`src/rf_regs_pkg.sv`:
```
package rf_regs_pkg;

  localparam int ADDR_W = 12;
  localparam int DATA_W = 32;
  localparam int IDX_W  = 10;

  // Register indices; byte address = 4 * index
  localparam logic [IDX_W-1:0] IDX_BATT_THRESH = 10'h205;
  localparam logic [IDX_W-1:0] IDX_TXF_REC_BAT = 10'h206;
  localparam logic [IDX_W-1:0] IDX_SLEEP_SRC   = 10'h207;
  localparam logic [IDX_W-1:0] IDX_VCO_TUNE    = 10'h208;
  localparam logic [IDX_W-1:0] IDX_CAL_LOW     = 10'h209;
  localparam logic [IDX_W-1:0] IDX_CAL_MID     = 10'h20a;
  localparam logic [IDX_W-1:0] IDX_CAL_HIGH    = 10'h20b;
  localparam logic [IDX_W-1:0] IDX_RADIO_STATE = 10'h20f;
  localparam logic [IDX_W-1:0] IDX_STRENGTH    = 10'h210;
  localparam logic [IDX_W-1:0] IDX_SLEEP_DIV   = 10'h220;

  // Field positions
  localparam int TRIP_LSB     = 4;
  localparam int TRIP_W       = 4;
  localparam int TRANSMIT_FILTER_CTL_BIT    = 7;
  localparam int RECOVERY_BIT = 4;
  localparam int BATTERY_MONITOR_ON_BIT    = 3;
  localparam int SRC_LSB      = 6;
  localparam int SRC_W        = 2;
  localparam int VCO_BIT      = 4;
  localparam int CAL_RDY_BIT  = 7;
  localparam int CAL_EN_BIT   = 4;
  localparam int CAL_TOP_LSB  = 0;
  localparam int STATE_LSB    = 5;
  localparam int STATE_W      = 3;
  localparam int DIV_W        = 5;
  localparam int BYTE_W       = 8;

  // Valid trip-level codes, 2.5 V up to 3.5 V
  localparam logic [TRIP_W-1:0] TRIP_MIN = 4'h7;
  localparam logic [TRIP_W-1:0] TRIP_MAX = 4'he;

  localparam logic [1:0] RESP_OKAY   = 2'h0;
  localparam logic [1:0] RESP_SLVERR = 2'h2;

  // Calibration timing
  localparam int CAL_PERIODS   = 16;
  localparam int TICK_NS       = 50;
  localparam int CLK_PERIOD_NS = 40;
  localparam int ACC_W         = 7;

  // Main clock recovery bounds
  localparam int FAST_RECOVERY_US = 1;
  localparam int SLOW_RECOVERY_US = 3;
  localparam int NS_PER_US        = 1000;

  typedef enum logic [1:0] {
    SRC_NONE     = 2'b00,
    SRC_EXTERNAL = 2'b01,
    SRC_INTERNAL = 2'b10
  } sleep_source_e;

  typedef enum logic [1:0] {
    CAL_IDLE = 2'b00,
    CAL_ARM  = 2'b01,
    CAL_RUN  = 2'b10
  } cal_state_e;

endpackage

```
`src/cal_if.sv`:
```
interface cal_if;
  logic        start;
  logic [1:0]  source;
  logic [4:0]  divisor;
  logic        done;
  logic [19:0] count;

  modport ctrl (output start, output source, output divisor,
                input done, input count);
  modport unit (input start, input source, input divisor,
                output done, output count);
endinterface

```
`src/rf_control_sleep_calibration_regs.sv`:
```
// Functional notes
// Upper nibble codes select battery trip level
// Bit 3 enables battery monitor, reset off
// Low-battery flag reported outside these registers
// Host should set transmit filter bit
// Bit 4 selects fast main clock recovery
// Source field picks internal or external oscillator
// Host should set VCO tuning bit
// Host writes reserved bits as zero
// Twenty-bit count split over three registers
// Count spans 16 sleep periods, 50 ns ticks
// Measure the divided sleep clock in use
// Write one starts calibration, self-clearing
// Ready flag set when count completes
// Read-only radio state in bits 7-5
// Averaged signal strength readable, read-only
// Sleep clock is source over 2^divisor
// Internal oscillator needs divisor at least one
// New start clears ready, keeps old count
// Battery flag updates only while monitor enabled
// Writable fields reset zero, status reads zero
module rf_control_sleep_calibration_regs #(
  parameter int CAL_COUNT_W = 20,
  parameter int FAST_RECOVERY_CYCLES =
    rf_regs_pkg::FAST_RECOVERY_US * rf_regs_pkg::NS_PER_US
    / rf_regs_pkg::CLK_PERIOD_NS,
  parameter int SLOW_RECOVERY_CYCLES =
    rf_regs_pkg::SLOW_RECOVERY_US * rf_regs_pkg::NS_PER_US
    / rf_regs_pkg::CLK_PERIOD_NS
) (
  input  wire logic        clk_i,
  input  wire logic        rst_i,
  input  wire logic [11:0] s_axi_awaddr_i,
  input  wire logic        s_axi_awvalid_i,
  output logic             s_axi_awready_o,
  input  wire logic [31:0] s_axi_wdata_i,
  input  wire logic [3:0]  s_axi_wstrb_i,
  input  wire logic        s_axi_wvalid_i,
  output logic             s_axi_wready_o,
  output logic [1:0]       s_axi_bresp_o,
  output logic             s_axi_bvalid_o,
  input  wire logic        s_axi_bready_i,
  input  wire logic [11:0] s_axi_araddr_i,
  input  wire logic        s_axi_arvalid_i,
  output logic             s_axi_arready_o,
  output logic [31:0]      s_axi_rdata_o,
  output logic [1:0]       s_axi_rresp_o,
  output logic             s_axi_rvalid_o,
  input  wire logic        s_axi_rready_i,
  input  wire logic        int_osc_i,
  input  wire logic        ext_osc_i,
  input  wire logic [3:0]  supply_level_i,
  input  wire logic [2:0]  radio_state_field_i,
  input  wire logic [7:0]  strength_i,
  input  wire logic        strength_valid_i,
  input  wire logic        wake_request_i,
  output logic             battery_low_flag_o,
  output logic             battery_monitor_on_o,
  output logic [3:0]       battery_trip_level_o,
  output logic             transmit_filter_ctl_o,
  output logic             main_clock_fast_recovery_o,
  output logic [1:0]       sleep_clock_source_o,
  output logic             vco_tune_bit_o,
  output logic [4:0]       sleep_clock_divisor_o,
  output logic             main_clock_ready_o
);
  localparam int AW  = rf_regs_pkg::ADDR_W;
  localparam int DW  = rf_regs_pkg::DATA_W;
  localparam int BW  = rf_regs_pkg::BYTE_W;
  localparam int RCW = 17;

  if (CAL_COUNT_W != 20) begin : g_bad_width
    $error("Count width must be 20");
  end
  if (SLOW_RECOVERY_CYCLES >= (1 << RCW) || FAST_RECOVERY_CYCLES < 1 ||
      SLOW_RECOVERY_CYCLES < 1) begin : g_bad_recovery
    $error("Bad recovery counts");
  end

  function automatic logic hit(input logic [AW-1:0] addr,
                               input logic [rf_regs_pkg::IDX_W-1:0] idx);
    hit = (addr == {idx, 2'b00});
  endfunction

  function automatic logic mapped(input logic [AW-1:0] addr);
    mapped = hit(addr, rf_regs_pkg::IDX_BATT_THRESH) ||
             hit(addr, rf_regs_pkg::IDX_TXF_REC_BAT) ||
             hit(addr, rf_regs_pkg::IDX_SLEEP_SRC)   ||
             hit(addr, rf_regs_pkg::IDX_VCO_TUNE)    ||
             hit(addr, rf_regs_pkg::IDX_CAL_LOW)     ||
             hit(addr, rf_regs_pkg::IDX_CAL_MID)     ||
             hit(addr, rf_regs_pkg::IDX_CAL_HIGH)    ||
             hit(addr, rf_regs_pkg::IDX_RADIO_STATE) ||
             hit(addr, rf_regs_pkg::IDX_STRENGTH)    ||
             hit(addr, rf_regs_pkg::IDX_SLEEP_DIV);
  endfunction

  cal_if cal_bus ();

  sleep_cal_unit #(
    .COUNT_W (CAL_COUNT_W)
  ) u_cal (
    .clk_i     (clk_i),
    .rst_i     (rst_i),
    .int_osc_i (int_osc_i),
    .ext_osc_i (ext_osc_i),
    .cal       (cal_bus.unit)
  );

  // Bus state
  logic          aw_held;
  logic          next_aw_held;
  logic          w_held;
  logic          next_w_held;
  logic [AW-1:0] aw_addr;
  logic [AW-1:0] next_aw_addr;
  logic [BW-1:0] w_byte;
  logic [BW-1:0] next_w_byte;
  logic          w_lane;
  logic          next_w_lane;
  logic          next_awready;
  logic          next_wready;
  logic          next_bvalid;
  logic [1:0]    next_bresp;
  logic          next_arready;
  logic          next_rvalid;
  logic [1:0]    next_rresp;
  logic [DW-1:0] next_rdata;
  logic          do_write;
  logic [BW-1:0] rd_byte;

  // Register state
  logic [3:0]    next_trip;
  logic          next_transmit_filter_ctl;
  logic          next_fast_rec;
  logic          next_bat_on;
  logic [1:0]    next_src;
  logic          next_vco;
  logic [4:0]    next_div;
  logic          cal_start;
  logic          next_cal_start;
  logic [2:0]    radio_state;
  logic [2:0]    next_radio_state;
  logic [7:0]    strength;
  logic [7:0]    next_strength;
  logic          next_bat_low;
  logic [RCW-1:0] wake_cnt;
  logic [RCW-1:0] next_wake_cnt;
  logic          next_clk_ready;

  assign cal_bus.start   = cal_start;
  assign cal_bus.source  = sleep_clock_source_o;
  assign cal_bus.divisor = sleep_clock_divisor_o;

  always_comb begin
    next_aw_held = aw_held;
    next_w_held  = w_held;
    next_aw_addr = aw_addr;
    next_w_byte  = w_byte;
    next_w_lane  = w_lane;
    next_bvalid  = s_axi_bvalid_o;
    next_bresp   = s_axi_bresp_o;
    next_rvalid  = s_axi_rvalid_o;
    next_rresp   = s_axi_rresp_o;
    next_rdata   = s_axi_rdata_o;
    rd_byte      = '0;
    if (s_axi_awvalid_i && s_axi_awready_o) begin
      next_aw_held = 1'b1;
      next_aw_addr = s_axi_awaddr_i;
    end
    if (s_axi_wvalid_i && s_axi_wready_o) begin
      next_w_held = 1'b1;
      next_w_byte = s_axi_wdata_i[BW-1:0];
      next_w_lane = s_axi_wstrb_i[0];
    end
    if (s_axi_bvalid_o && s_axi_bready_i) begin
      next_bvalid = 1'b0;
    end
    do_write = aw_held && w_held && !s_axi_bvalid_o;
    if (do_write) begin
      next_aw_held = 1'b0;
      next_w_held  = 1'b0;
      next_bvalid  = 1'b1;
      next_bresp   = mapped(aw_addr) ? rf_regs_pkg::RESP_OKAY
                                     : rf_regs_pkg::RESP_SLVERR;
    end
    next_awready = !next_aw_held;
    next_wready  = !next_w_held;
    // Read mux; reserved and write-only bits read zero
    if (hit(s_axi_araddr_i, rf_regs_pkg::IDX_BATT_THRESH)) begin
      rd_byte[rf_regs_pkg::TRIP_LSB +: rf_regs_pkg::TRIP_W] =
        battery_trip_level_o;
    end else if (hit(s_axi_araddr_i, rf_regs_pkg::IDX_TXF_REC_BAT)) begin
      rd_byte[rf_regs_pkg::TRANSMIT_FILTER_CTL_BIT]    = transmit_filter_ctl_o;
      rd_byte[rf_regs_pkg::RECOVERY_BIT] = main_clock_fast_recovery_o;
      rd_byte[rf_regs_pkg::BATTERY_MONITOR_ON_BIT]    = battery_monitor_on_o;
    end else if (hit(s_axi_araddr_i, rf_regs_pkg::IDX_SLEEP_SRC)) begin
      rd_byte[rf_regs_pkg::SRC_LSB +: rf_regs_pkg::SRC_W] =
        sleep_clock_source_o;
    end else if (hit(s_axi_araddr_i, rf_regs_pkg::IDX_VCO_TUNE)) begin
      rd_byte[rf_regs_pkg::VCO_BIT] = vco_tune_bit_o;
    end else if (hit(s_axi_araddr_i, rf_regs_pkg::IDX_CAL_LOW)) begin
      rd_byte = cal_bus.count[7:0];
    end else if (hit(s_axi_araddr_i, rf_regs_pkg::IDX_CAL_MID)) begin
      rd_byte = cal_bus.count[15:8];
    end else if (hit(s_axi_araddr_i, rf_regs_pkg::IDX_CAL_HIGH)) begin
      rd_byte[rf_regs_pkg::CAL_RDY_BIT] = cal_bus.done;
      rd_byte[rf_regs_pkg::CAL_TOP_LSB +: 4] = cal_bus.count[19:16];
    end else if (hit(s_axi_araddr_i, rf_regs_pkg::IDX_RADIO_STATE)) begin
      rd_byte[rf_regs_pkg::STATE_LSB +: rf_regs_pkg::STATE_W] =
        radio_state;
    end else if (hit(s_axi_araddr_i, rf_regs_pkg::IDX_STRENGTH)) begin
      rd_byte = strength;
    end else if (hit(s_axi_araddr_i, rf_regs_pkg::IDX_SLEEP_DIV)) begin
      rd_byte[rf_regs_pkg::DIV_W-1:0] = sleep_clock_divisor_o;
    end
    if (s_axi_rvalid_o && s_axi_rready_i) begin
      next_rvalid = 1'b0;
    end
    if (s_axi_arvalid_i && s_axi_arready_o) begin
      next_rvalid = 1'b1;
      next_rdata  = {{(DW-BW){1'b0}}, rd_byte};
      next_rresp  = mapped(s_axi_araddr_i) ? rf_regs_pkg::RESP_OKAY
                                           : rf_regs_pkg::RESP_SLVERR;
    end
    next_arready = !next_rvalid;
  end

  always_ff @(posedge clk_i) begin
    if (rst_i) begin
      aw_held         <= 1'b0;
      w_held          <= 1'b0;
      aw_addr         <= '0;
      w_byte          <= '0;
      w_lane          <= 1'b0;
      s_axi_awready_o <= 1'b0;
      s_axi_wready_o  <= 1'b0;
      s_axi_bvalid_o  <= 1'b0;
      s_axi_bresp_o   <= rf_regs_pkg::RESP_OKAY;
      s_axi_arready_o <= 1'b0;
      s_axi_rvalid_o  <= 1'b0;
      s_axi_rresp_o   <= rf_regs_pkg::RESP_OKAY;
      s_axi_rdata_o   <= '0;
    end else begin
      aw_held         <= next_aw_held;
      w_held          <= next_w_held;
      aw_addr         <= next_aw_addr;
      w_byte          <= next_w_byte;
      w_lane          <= next_w_lane;
      s_axi_awready_o <= next_awready;
      s_axi_wready_o  <= next_wready;
      s_axi_bvalid_o  <= next_bvalid;
      s_axi_bresp_o   <= next_bresp;
      s_axi_arready_o <= next_arready;
      s_axi_rvalid_o  <= next_rvalid;
      s_axi_rresp_o   <= next_rresp;
      s_axi_rdata_o   <= next_rdata;
    end
  end

  // Only byte lane 0 carries register data
  always_comb begin
    next_trip        = battery_trip_level_o;
    next_transmit_filter_ctl       = transmit_filter_ctl_o;
    next_fast_rec    = main_clock_fast_recovery_o;
    next_bat_on      = battery_monitor_on_o;
    next_src         = sleep_clock_source_o;
    next_vco         = vco_tune_bit_o;
    next_div         = sleep_clock_divisor_o;
    next_cal_start   = 1'b0;
    next_radio_state = radio_state_field_i;
    next_strength    = strength;
    next_bat_low     = battery_low_flag_o;
    next_wake_cnt    = wake_cnt;
    next_clk_ready   = main_clock_ready_o;
    if (do_write && w_lane) begin
      if (hit(aw_addr, rf_regs_pkg::IDX_BATT_THRESH)) begin
        next_trip = w_byte[rf_regs_pkg::TRIP_LSB +: rf_regs_pkg::TRIP_W];
      end else if (hit(aw_addr, rf_regs_pkg::IDX_TXF_REC_BAT)) begin
        next_transmit_filter_ctl    = w_byte[rf_regs_pkg::TRANSMIT_FILTER_CTL_BIT];
        next_fast_rec = w_byte[rf_regs_pkg::RECOVERY_BIT];
        next_bat_on   = w_byte[rf_regs_pkg::BATTERY_MONITOR_ON_BIT];
      end else if (hit(aw_addr, rf_regs_pkg::IDX_SLEEP_SRC)) begin
        next_src = w_byte[rf_regs_pkg::SRC_LSB +: rf_regs_pkg::SRC_W];
      end else if (hit(aw_addr, rf_regs_pkg::IDX_VCO_TUNE)) begin
        next_vco = w_byte[rf_regs_pkg::VCO_BIT];
      end else if (hit(aw_addr, rf_regs_pkg::IDX_CAL_HIGH)) begin
        next_cal_start = w_byte[rf_regs_pkg::CAL_EN_BIT];
      end else if (hit(aw_addr, rf_regs_pkg::IDX_SLEEP_DIV)) begin
        next_div = w_byte[rf_regs_pkg::DIV_W-1:0];
      end
    end
    if (strength_valid_i) begin
      next_strength = strength_i;
    end
    // Frozen while off; undefined codes never trip
    if (battery_monitor_on_o) begin
      next_bat_low = (battery_trip_level_o >= rf_regs_pkg::TRIP_MIN) &&
                     (battery_trip_level_o <= rf_regs_pkg::TRIP_MAX) &&
                     (supply_level_i < battery_trip_level_o);
    end
    // Settling bound chosen by bit 4
    if (wake_request_i) begin
      next_clk_ready = 1'b0;
      next_wake_cnt  = main_clock_fast_recovery_o
                       ? RCW'(FAST_RECOVERY_CYCLES)
                       : RCW'(SLOW_RECOVERY_CYCLES);
    end else if (wake_cnt != '0) begin
      next_wake_cnt = wake_cnt - RCW'(1);
      if (wake_cnt == RCW'(1)) begin
        next_clk_ready = 1'b1;
      end
    end
  end

  always_ff @(posedge clk_i) begin
    if (rst_i) begin
      battery_trip_level_o       <= '0;
      transmit_filter_ctl_o      <= 1'b0;
      main_clock_fast_recovery_o <= 1'b0;
      battery_monitor_on_o       <= 1'b0;
      sleep_clock_source_o       <= '0;
      vco_tune_bit_o             <= 1'b0;
      sleep_clock_divisor_o      <= '0;
      cal_start                  <= 1'b0;
      radio_state                <= '0;
      strength                   <= '0;
      battery_low_flag_o         <= 1'b0;
      wake_cnt                   <= '0;
      main_clock_ready_o         <= 1'b0;
    end else begin
      battery_trip_level_o       <= next_trip;
      transmit_filter_ctl_o      <= next_transmit_filter_ctl;
      main_clock_fast_recovery_o <= next_fast_rec;
      battery_monitor_on_o       <= next_bat_on;
      sleep_clock_source_o       <= next_src;
      vco_tune_bit_o             <= next_vco;
      sleep_clock_divisor_o      <= next_div;
      cal_start                  <= next_cal_start;
      radio_state                <= next_radio_state;
      strength                   <= next_strength;
      battery_low_flag_o         <= next_bat_low;
      wake_cnt                   <= next_wake_cnt;
      main_clock_ready_o         <= next_clk_ready;
    end
  end
endmodule

```
`src/sleep_cal_unit.sv`:
```
module sleep_cal_unit #(
  parameter int COUNT_W = 20
) (
  input  wire logic clk_i,
  input  wire logic rst_i,
  input  wire logic int_osc_i,
  input  wire logic ext_osc_i,
  cal_if.unit       cal
);
  localparam int EDGE_W = 4 + 32;
  localparam int ACC_W  = rf_regs_pkg::ACC_W;

  rf_regs_pkg::cal_state_e state;
  rf_regs_pkg::cal_state_e next_state;
  logic               src_q;
  logic               next_src_q;
  logic [ACC_W-1:0]   acc;
  logic [ACC_W-1:0]   next_acc;
  logic [COUNT_W-1:0] run;
  logic [COUNT_W-1:0] next_run;
  logic [EDGE_W-1:0]  edges;
  logic [EDGE_W-1:0]  next_edges;
  logic [COUNT_W-1:0] result;
  logic [COUNT_W-1:0] next_result;
  logic               done;
  logic               next_done;
  logic               src;
  logic               rise;
  logic               tick;
  logic [ACC_W-1:0]   acc_sum;
  logic [COUNT_W-1:0] run_inc;
  logic [EDGE_W-1:0]  needed;

  assign cal.done  = done;
  assign cal.count = result;

  always_comb begin
    src = 1'b0;
    if (cal.source == rf_regs_pkg::SRC_INTERNAL) begin
      src = int_osc_i;
    end else if (cal.source == rf_regs_pkg::SRC_EXTERNAL) begin
      src = ext_osc_i;
    end
    rise   = src & ~src_q;
    // 2^n source periods each
    needed = EDGE_W'(rf_regs_pkg::CAL_PERIODS) << cal.divisor;
    acc_sum = acc + ACC_W'(rf_regs_pkg::CLK_PERIOD_NS);
    tick    = 1'b0;
    if (acc_sum >= ACC_W'(rf_regs_pkg::TICK_NS)) begin
      tick    = 1'b1;
      acc_sum = acc_sum - ACC_W'(rf_regs_pkg::TICK_NS);
    end
    // Saturate, never wrap
    run_inc = run;
    if (tick && (run != {COUNT_W{1'b1}})) begin
      run_inc = run + COUNT_W'(1);
    end
    next_src_q  = src;
    next_state  = state;
    next_acc    = acc;
    next_run    = run;
    next_edges  = edges;
    next_result = result;
    next_done   = done;
    case (state)
      rf_regs_pkg::CAL_IDLE: begin
        next_state = state;
      end
      rf_regs_pkg::CAL_ARM: begin
        if (rise) begin
          next_state = rf_regs_pkg::CAL_RUN;
          next_acc   = '0;
          next_run   = '0;
          next_edges = '0;
        end
      end
      rf_regs_pkg::CAL_RUN: begin
        next_acc = acc_sum;
        next_run = run_inc;
        if (rise) begin
          if (edges + EDGE_W'(1) == needed) begin
            next_result = run_inc;
            next_done   = 1'b1;
            next_state  = rf_regs_pkg::CAL_IDLE;
          end else begin
            next_edges = edges + EDGE_W'(1);
          end
        end
      end
      default: begin
        next_state = rf_regs_pkg::CAL_IDLE;
      end
    endcase
    // Restart drops flag, keeps result
    if (cal.start) begin
      next_state = rf_regs_pkg::CAL_ARM;
      next_done  = 1'b0;
    end
  end

  always_ff @(posedge clk_i) begin
    if (rst_i) begin
      state  <= rf_regs_pkg::CAL_IDLE;
      src_q  <= 1'b0;
      acc    <= '0;
      run    <= '0;
      edges  <= '0;
      result <= '0;
      done   <= 1'b0;
    end else begin
      state  <= next_state;
      src_q  <= next_src_q;
      acc    <= next_acc;
      run    <= next_run;
      edges  <= next_edges;
      result <= next_result;
      done   <= next_done;
    end
  end
endmodule

```
`config.mk`:
```
export PLATFORM = sky130hd
export DESIGN_NAME = rf_control_sleep_calibration_regs
export DESIGN_NICKNAME = d
export VERILOG_FILES = /design/src/rf_regs_pkg.sv /design/src/cal_if.sv /design/src/rf_control_sleep_calibration_regs.sv /design/src/sleep_cal_unit.sv
export SDC_FILE = /design/constraint.sdc
export NUM_CORES = 1
export LEC_CHECK = 0
export BUFFER_PORTS_ARGS = -buffer_cell sky130_fd_sc_hd__buf_2
export CAP_MARGIN = 25
export CORE_MARGIN = 3
export CORE_UTILIZATION = 40
export CTS_CLUSTER_DIAMETER = 200
export DETAILED_ROUTE_END_ITERATION = 8
export PLACE_DENSITY = 0.64
export SYNTH_ARGS = -nofsm -noshare
export SYNTH_HDL_FRONTEND = slang
export SYNTH_HIERARCHICAL = 1
export SYNTH_SLANG_ARGS = --single-unit
```
`constraint.sdc`:
```
create_clock -name clk_i -period 5.39 [get_ports clk_i]
set_input_delay 0.2695 -clock clk_i [delete_from_list [all_inputs] [get_ports clk_i]]
set_output_delay 0.2695 -clock clk_i [all_outputs]
set_load 0.01 [all_outputs]
```
Word-level counts from Yosys, hierarchy flattened

Index checks and enable logic that the tools add are counted.

Output and inout port bits: 58
Bits in registers: 173
Logic and storage cells: 196

Eq/ne operators: 35
Bitwise operators: 9
Shifts and indexed selects: 1
$lt $le $gt $ge: 4
$add $sub $neg: 5
Reduce and logical (&&, ||, !) cells: 52
Muxes and demuxes: 56

Operators by type and width:

| kind                                                 | number |
|---|---|
| equality test 12 bit, second input constant          | 20 |
| 2-to-1 mux 36 bit                                    | 3 |
| one-hot mux 36 bit (2 select lines)                  | 1 |
| 2-to-1 mux 8 bit                                     | 6 |
| 2-to-1 mux 20 bit                                    | 2 |
| one-hot mux 20 bit (2 select lines)                  | 1 |
| adder 36 x 1 -> 36 bit, second input constant        | 1 |
| equality test 36 bit                                 | 1 |
| left shift 5 x 5 -> 36 bit, first input constant     | 1 |
| 2-to-1 mux 17 bit                                    | 2 |
| 2-to-1 mux 7 bit                                     | 3 |
| adder 20 x 1 -> 20 bit, second input constant        | 1 |
| inequality test 20 bit, second input constant        | 1 |
| logical OR 1 bit                                     | 18 |
| equality test 17 x 1 -> 1 bit, second input constant | 1 |
| nonzero test 17 bit                                  | 1 |
| subtractor 17 x 1 -> 17 bit, second input constant   | 1 |
| 2-to-1 mux 2 bit                                     | 8 |
| 2-to-1 mux 4 bit                                     | 4 |
| AND reduction 4 bit                                  | 4 |
| 2-to-1 mux 1 bit                                     | 15 |
| 2-to-1 mux 3 bit                                     | 5 |
| 2-to-1 mux 5 bit                                     | 3 |
| one-hot mux 7 bit (2 select lines)                   | 1 |
| other kinds (25)                                     | 58 |

Logic depth before layout (Yosys ltp)

Word-level depth: 15
Gate-level depth with buffers: 13
Gate-level depth less buffers: 11

Cells and area by module

The synthesis kept the hierarchy.

Modules (own cells, without submodules):

| module                            | area each (um2) | times used | sequential area each (um2) | cells each |
|---|---|---|---|---|
| sleep_cal_unit                    | 6175.9          | 1          | 1721.7                     | 846 |
| rf_control_sleep_calibration_regs | 4224.1          | 1          | 1681.6                     | 504 |

Worst setup path before layout

OpenSTA, ideal clock, no wires.

Kind: reg2reg
Start point: register u_cal.edges[1]
End point: register u_cal.edges[23]
Library setup time: 74 ps
Path buffers: 1
Data arrival time: 3202 ps
Stages on the path, launching flop included: 12
Period minus slack after synthesis: 3276 ps
Path slack: 2114 ps
Path through: dfxtp_1 > ha_1 > nand3_1 > nor2_1 > nand3_2 > or4b_1 > a221oi_1 > and4_1 > and4_4 > buf_2 > mux2_2 > a31oi_1

Longest elaborated chain between the ends: 4
Elaborated cells on any way between the ends: 7
Those cells by class: add/sub: 1; eq/ne: 2; mux: 3; reduce/logical: 1

RTL lines:

| element                                                                              | line                                       | text |
|---|---|---|
| start: declaration                                                                   | sleep_cal_unit.sv:21                       | `logic [EDGE_W-1:0] edges;` |
| start signal: assignment                                                             | sleep_cal_unit.sv:115                      | `edges <= next_edges;` |
| adder 36 x 1 -> 36 bit (*)                                                           | sleep_cal_unit.sv:81, sleep_cal_unit.sv:86 |  |
| equality test 36 bit or 2-to-1 mux 36 bit (tied branches)                            | sleep_cal_unit.sv:81                       | `if (edges + EDGE_W'(1) == needed) begin` |
| inequality test 2 bit (no line) or 2-to-1 mux 36 bit (tied branches)                 | -                                          |  |
| AND reduction 4 bit (no line) or one-hot mux 36 bit (2 select lines) (tied branches) | -                                          |  |

Mark *: on every way between the ends. The rest lies on a longest branch, timed or not. The select of a mux whose other input is x is not followed.
A chain may end at the register's enable or synchronous reset.

Worst setup path in the final report

Same ends and word-level chain as after synthesis.

==> reports/metrics.cfg <==
[grt]
grt_pass1_wl_mm = 48.1
antenna_found_initial = 0
grt-ovfl-total = 0
grt_util_all_layers_pct = 20.5
first_global_vias = 9231
grt_max_degree = 65

[place]
gp_congestion = 0.965
pre_cts_ws_ps = 1140
portBuffers = 90
dp_cells = 1686
place_hpwl_mm = 20.7
placed_area_um2 = 10900

[critical_path]
slowest_stage = nor2_1
worstSetupStartpointType = flip-flop
slowest_delay_ps = 590
cp-end-kind = flip-flop
startpoint = u_cal/edges[1]$_SDFFE_PP0P_
crit_path_max_fanout = 33
cp_num_buf_inv = 0
required_ps = 5740
arrival_ps = 4600
r2r-start = u_cal/edges[1]$_SDFFE_PP0P_
path_class = reg2reg
worstPathCellList = ha_1 -> nand3_1 -> nor2_1 -> nand3_2 -> or4b_1 -> a221oi_1 -> and4_1 -> and4_4 -> mux2_2 -> a31oi_1
crit_family = simple AND/OR/NAND/NOR gates

[worst_hold_path]
hold_class = in2reg
hp-start = s_axi_awaddr_i[10]

[cells_and_area]
diodes = 0
fin_cells = 1718
areaGrowthSynthToFinish_pct = 10.4
drive_above_1_share_pct = 12.3
fin_area_um2 = 11500
layout.nets = 1473

[yosys]
yosysMostFrequentCell = dfxtp_1
synthesis.area_um2 = 10400
yosysWarnings = 6
syn_area_per_cell_um2 = 7.70
ys_types = 88
ys.flop_type = dfxtp_1
yosys.area.top_type = dfxtp_1
async_flop_share_pct = 0
synth-seq-cells = 170
synth.top_cells.by_count = dfxtp_1, nor2_1, nand2_1, a21oi_1, o21ai_0
yosysSeqAreaShare_pct = 32.7
synth.top_cells.by_area = dfxtp_1, nor2_1, a21oi_1, nand2_1, o21ai_0
synth_top_area_share_pct = 32.7
synthCells = 1350
synth_edf_count = 0

[floorplan]
dieArea_um2 = 28000
coreArea_um2 = 25400
fp.dieH_um = 167
num_rows = 58
pin_count = 144
start_util_pct = 40.9
die_x_um = 167

[clock_network]
cts_buffer_depth = 2
numCtsBuffers = 17
cts_tree = done
root_buffer = clkbuf_16
cts.sinks = 170
postCtsSetupBuffers = 0
insertion_delay_ps = 440
clk_pin_slew_worst_paths_ps = 80
cts_resized = 0
postCtsHoldBufs = 0
h-tree-depth = 4

[sta]
drv_slew = 0
timing.fmax_mhz = 235
tightest_slew_ps = 931
fin_skew_ps = 15.0
setup_ws_ps = 1130
relSlewSlack_pct = 37.4
rsz0062_at_grt = no
setup_viol = 0
min_period_ps = 4260
min_period_over_period_pct = 78.9
fin_tns_setup_ps = 0
finalHoldViolCount = 0

[power]
power_leakage_nw = 4.04
ir_drop_mv = 0.188
p_per_area_nw_per_um2 = 247

[detailed_routing]
vias = 10021
highest_layer = met4
routed_wl_mm = 29.6
routedWlPerCell_um = 17.2
wl_met2_mm = 13.8
routed_via_density = 5.83
routed-wl-met3_mm = 1.45
drt_pass1_iterations = 6
met1_length_mm = 13.8
postRouteAntennaNets = 0
drc = 0
drt-initial-drc-count = 778

[run]
cap_violations = 0

[status]
outcome = finished, final reports clean

[layout make-up]
cell class	instances	area [µm²]
clock inverters	14	170
inverters	23	86.3
well taps	330	413
fillers	2569	13900
clock buffers	18	439
flip-flops and latches	170	3400
multi-input cells	1061	6420
repair buffers	102	543
[state kept, by name, indices dropped and copies added, names as in the netlist, 2 cells and up]
name                   flops
radio_state                3
strength                   8
aw_addr                   12
s_axi_rdata_o              8
battery_trip_level_o       4
u_cal/edges               36
u_cal/acc                  6
sleep_clock_divisor_o      5
wake_cnt                  17
sleep_clock_source_o       2
u_cal/cal.count           20
u_cal/state                2
u_cal/run                 20
w_byte                     8
[routing by layer]
| metal | global-route usage [%] | vias up |
|---|---|---|
| met4 | 5.27 | 0 |
| met2 | 33.8 | 288 |
| met5 | 0 | - |
| met1 | 27.7 | 4764 |
| met3 | 4.01 | 50 |
| li1 | - | 4919 |
[cells by family (layout without fill, tap and decap cells)]
family	Yosys count	in the layout	share of synthesized area (%)
AND/OR/NAND/NOR	592	592	30.1
AO/OA/AOI/OAI	335	335	20.5
flip-flops	170	170	32.7
buffers and inverters	144	157	6.50
XOR/XNOR	63	63	5.44
multiplexers	33	33	3.24
adder cells (fa/ha/maj)	12	12	1.44
other	1	26	0.0361
[worst register-to-register path: stages (launching register included)]
cell and delay, ps:
dfxtp_1 510, ha_1 310, nand3_1 230, nor2_1 600, nand3_2 280, or4b_1 570, a221oi_1 360, and4_1 280
and4_4 500, mux2_2 390, a31oi_1 140
[power breakdown]
part / switching [W] / internal [W] / leakage (nW) / total, W
logic: 0.000137 / 0.0000859 / 2.37 / 0.000223
clock network: 0.000580 / 0.000716 / 0.295 / 0.00130
registers: 0.0000280 / 0.00128 / 1.38 / 0.00131
total: 0.000745 / 0.00209 / 4.04 / 0.00283
[path summary, 6_finish.rpt]
path / endpoint / slack, ps / cells after the start
hold reg to reg: s_axi_rdata_o[1]$_SDFFE_PP0P_ / 460 / 2
setup reg to reg: u_cal/edges[23]$_SDFFE_PP0P_ / 1130 / 10
setup / recovery: u_cal/edges[23]$_SDFFE_PP0P_ / 1130 / 10
hold / removal: aw_addr[10]$_SDFFE_PP0P_ / 60 / 3
[through the flow]
stage          hold WS, ps  utilization (%)  total power, W
2_1_floorplan          398                -         0.00151
3_3_place_gp           439             42.8         0.00156
3_5_place_dp           446             42.8         0.00156
4_1_cts               49.8             45.2         0.00285
5_1_grt               62.8             45.2         0.00294
6_report              63.1             45.2         0.00283
[cell usage in the layout (no fill, tap or decap), types with 5 or more instances in the layout]
cell / synthesis / final
and2_1: 11 / 11
buf_2: 18 / 89
and4_1: 7 / 7
or4_1: 12 / 12
mux2_2: 5 / 5
conb_1: 1 / 26
a31oi_1: 29 / 29
nand3_1: 72 / 72
a41oi_1: 7 / 7
o21a_1: 10 / 10
nor2_1: 143 / 142
xnor2_1: 34 / 34
o31ai_1: 7 / 7
a21oi_1: 91 / 91
xor2_1: 28 / 28
nand2_1: 120 / 120
o21ai_0: 80 / 80
inv_6: 0 / 7
buf_4: 30 / 13
nor4_1: 28 / 28
nand3b_1: 6 / 6
or3_1: 29 / 29
nor3_1: 50 / 50
o211ai_1: 12 / 12
a211oi_1: 9 / 9
nand4_1: 17 / 17
o22ai_1: 6 / 6
and3_1: 17 / 17
dfxtp_1: 170 / 170
or2_2: 6 / 6
inv_1: 23 / 23
a22oi_1: 19 / 19
nor2b_1: 13 / 12
ha_1: 12 / 12
a311oi_1: 18 / 18
mux2i_1: 28 / 28
nand2b_1: 22 / 22
a21o_1: 6 / 6
clkbuf_16: 0 / 17
o21ai_1: 5 / 5
Power figures use the tool's default switching activity.
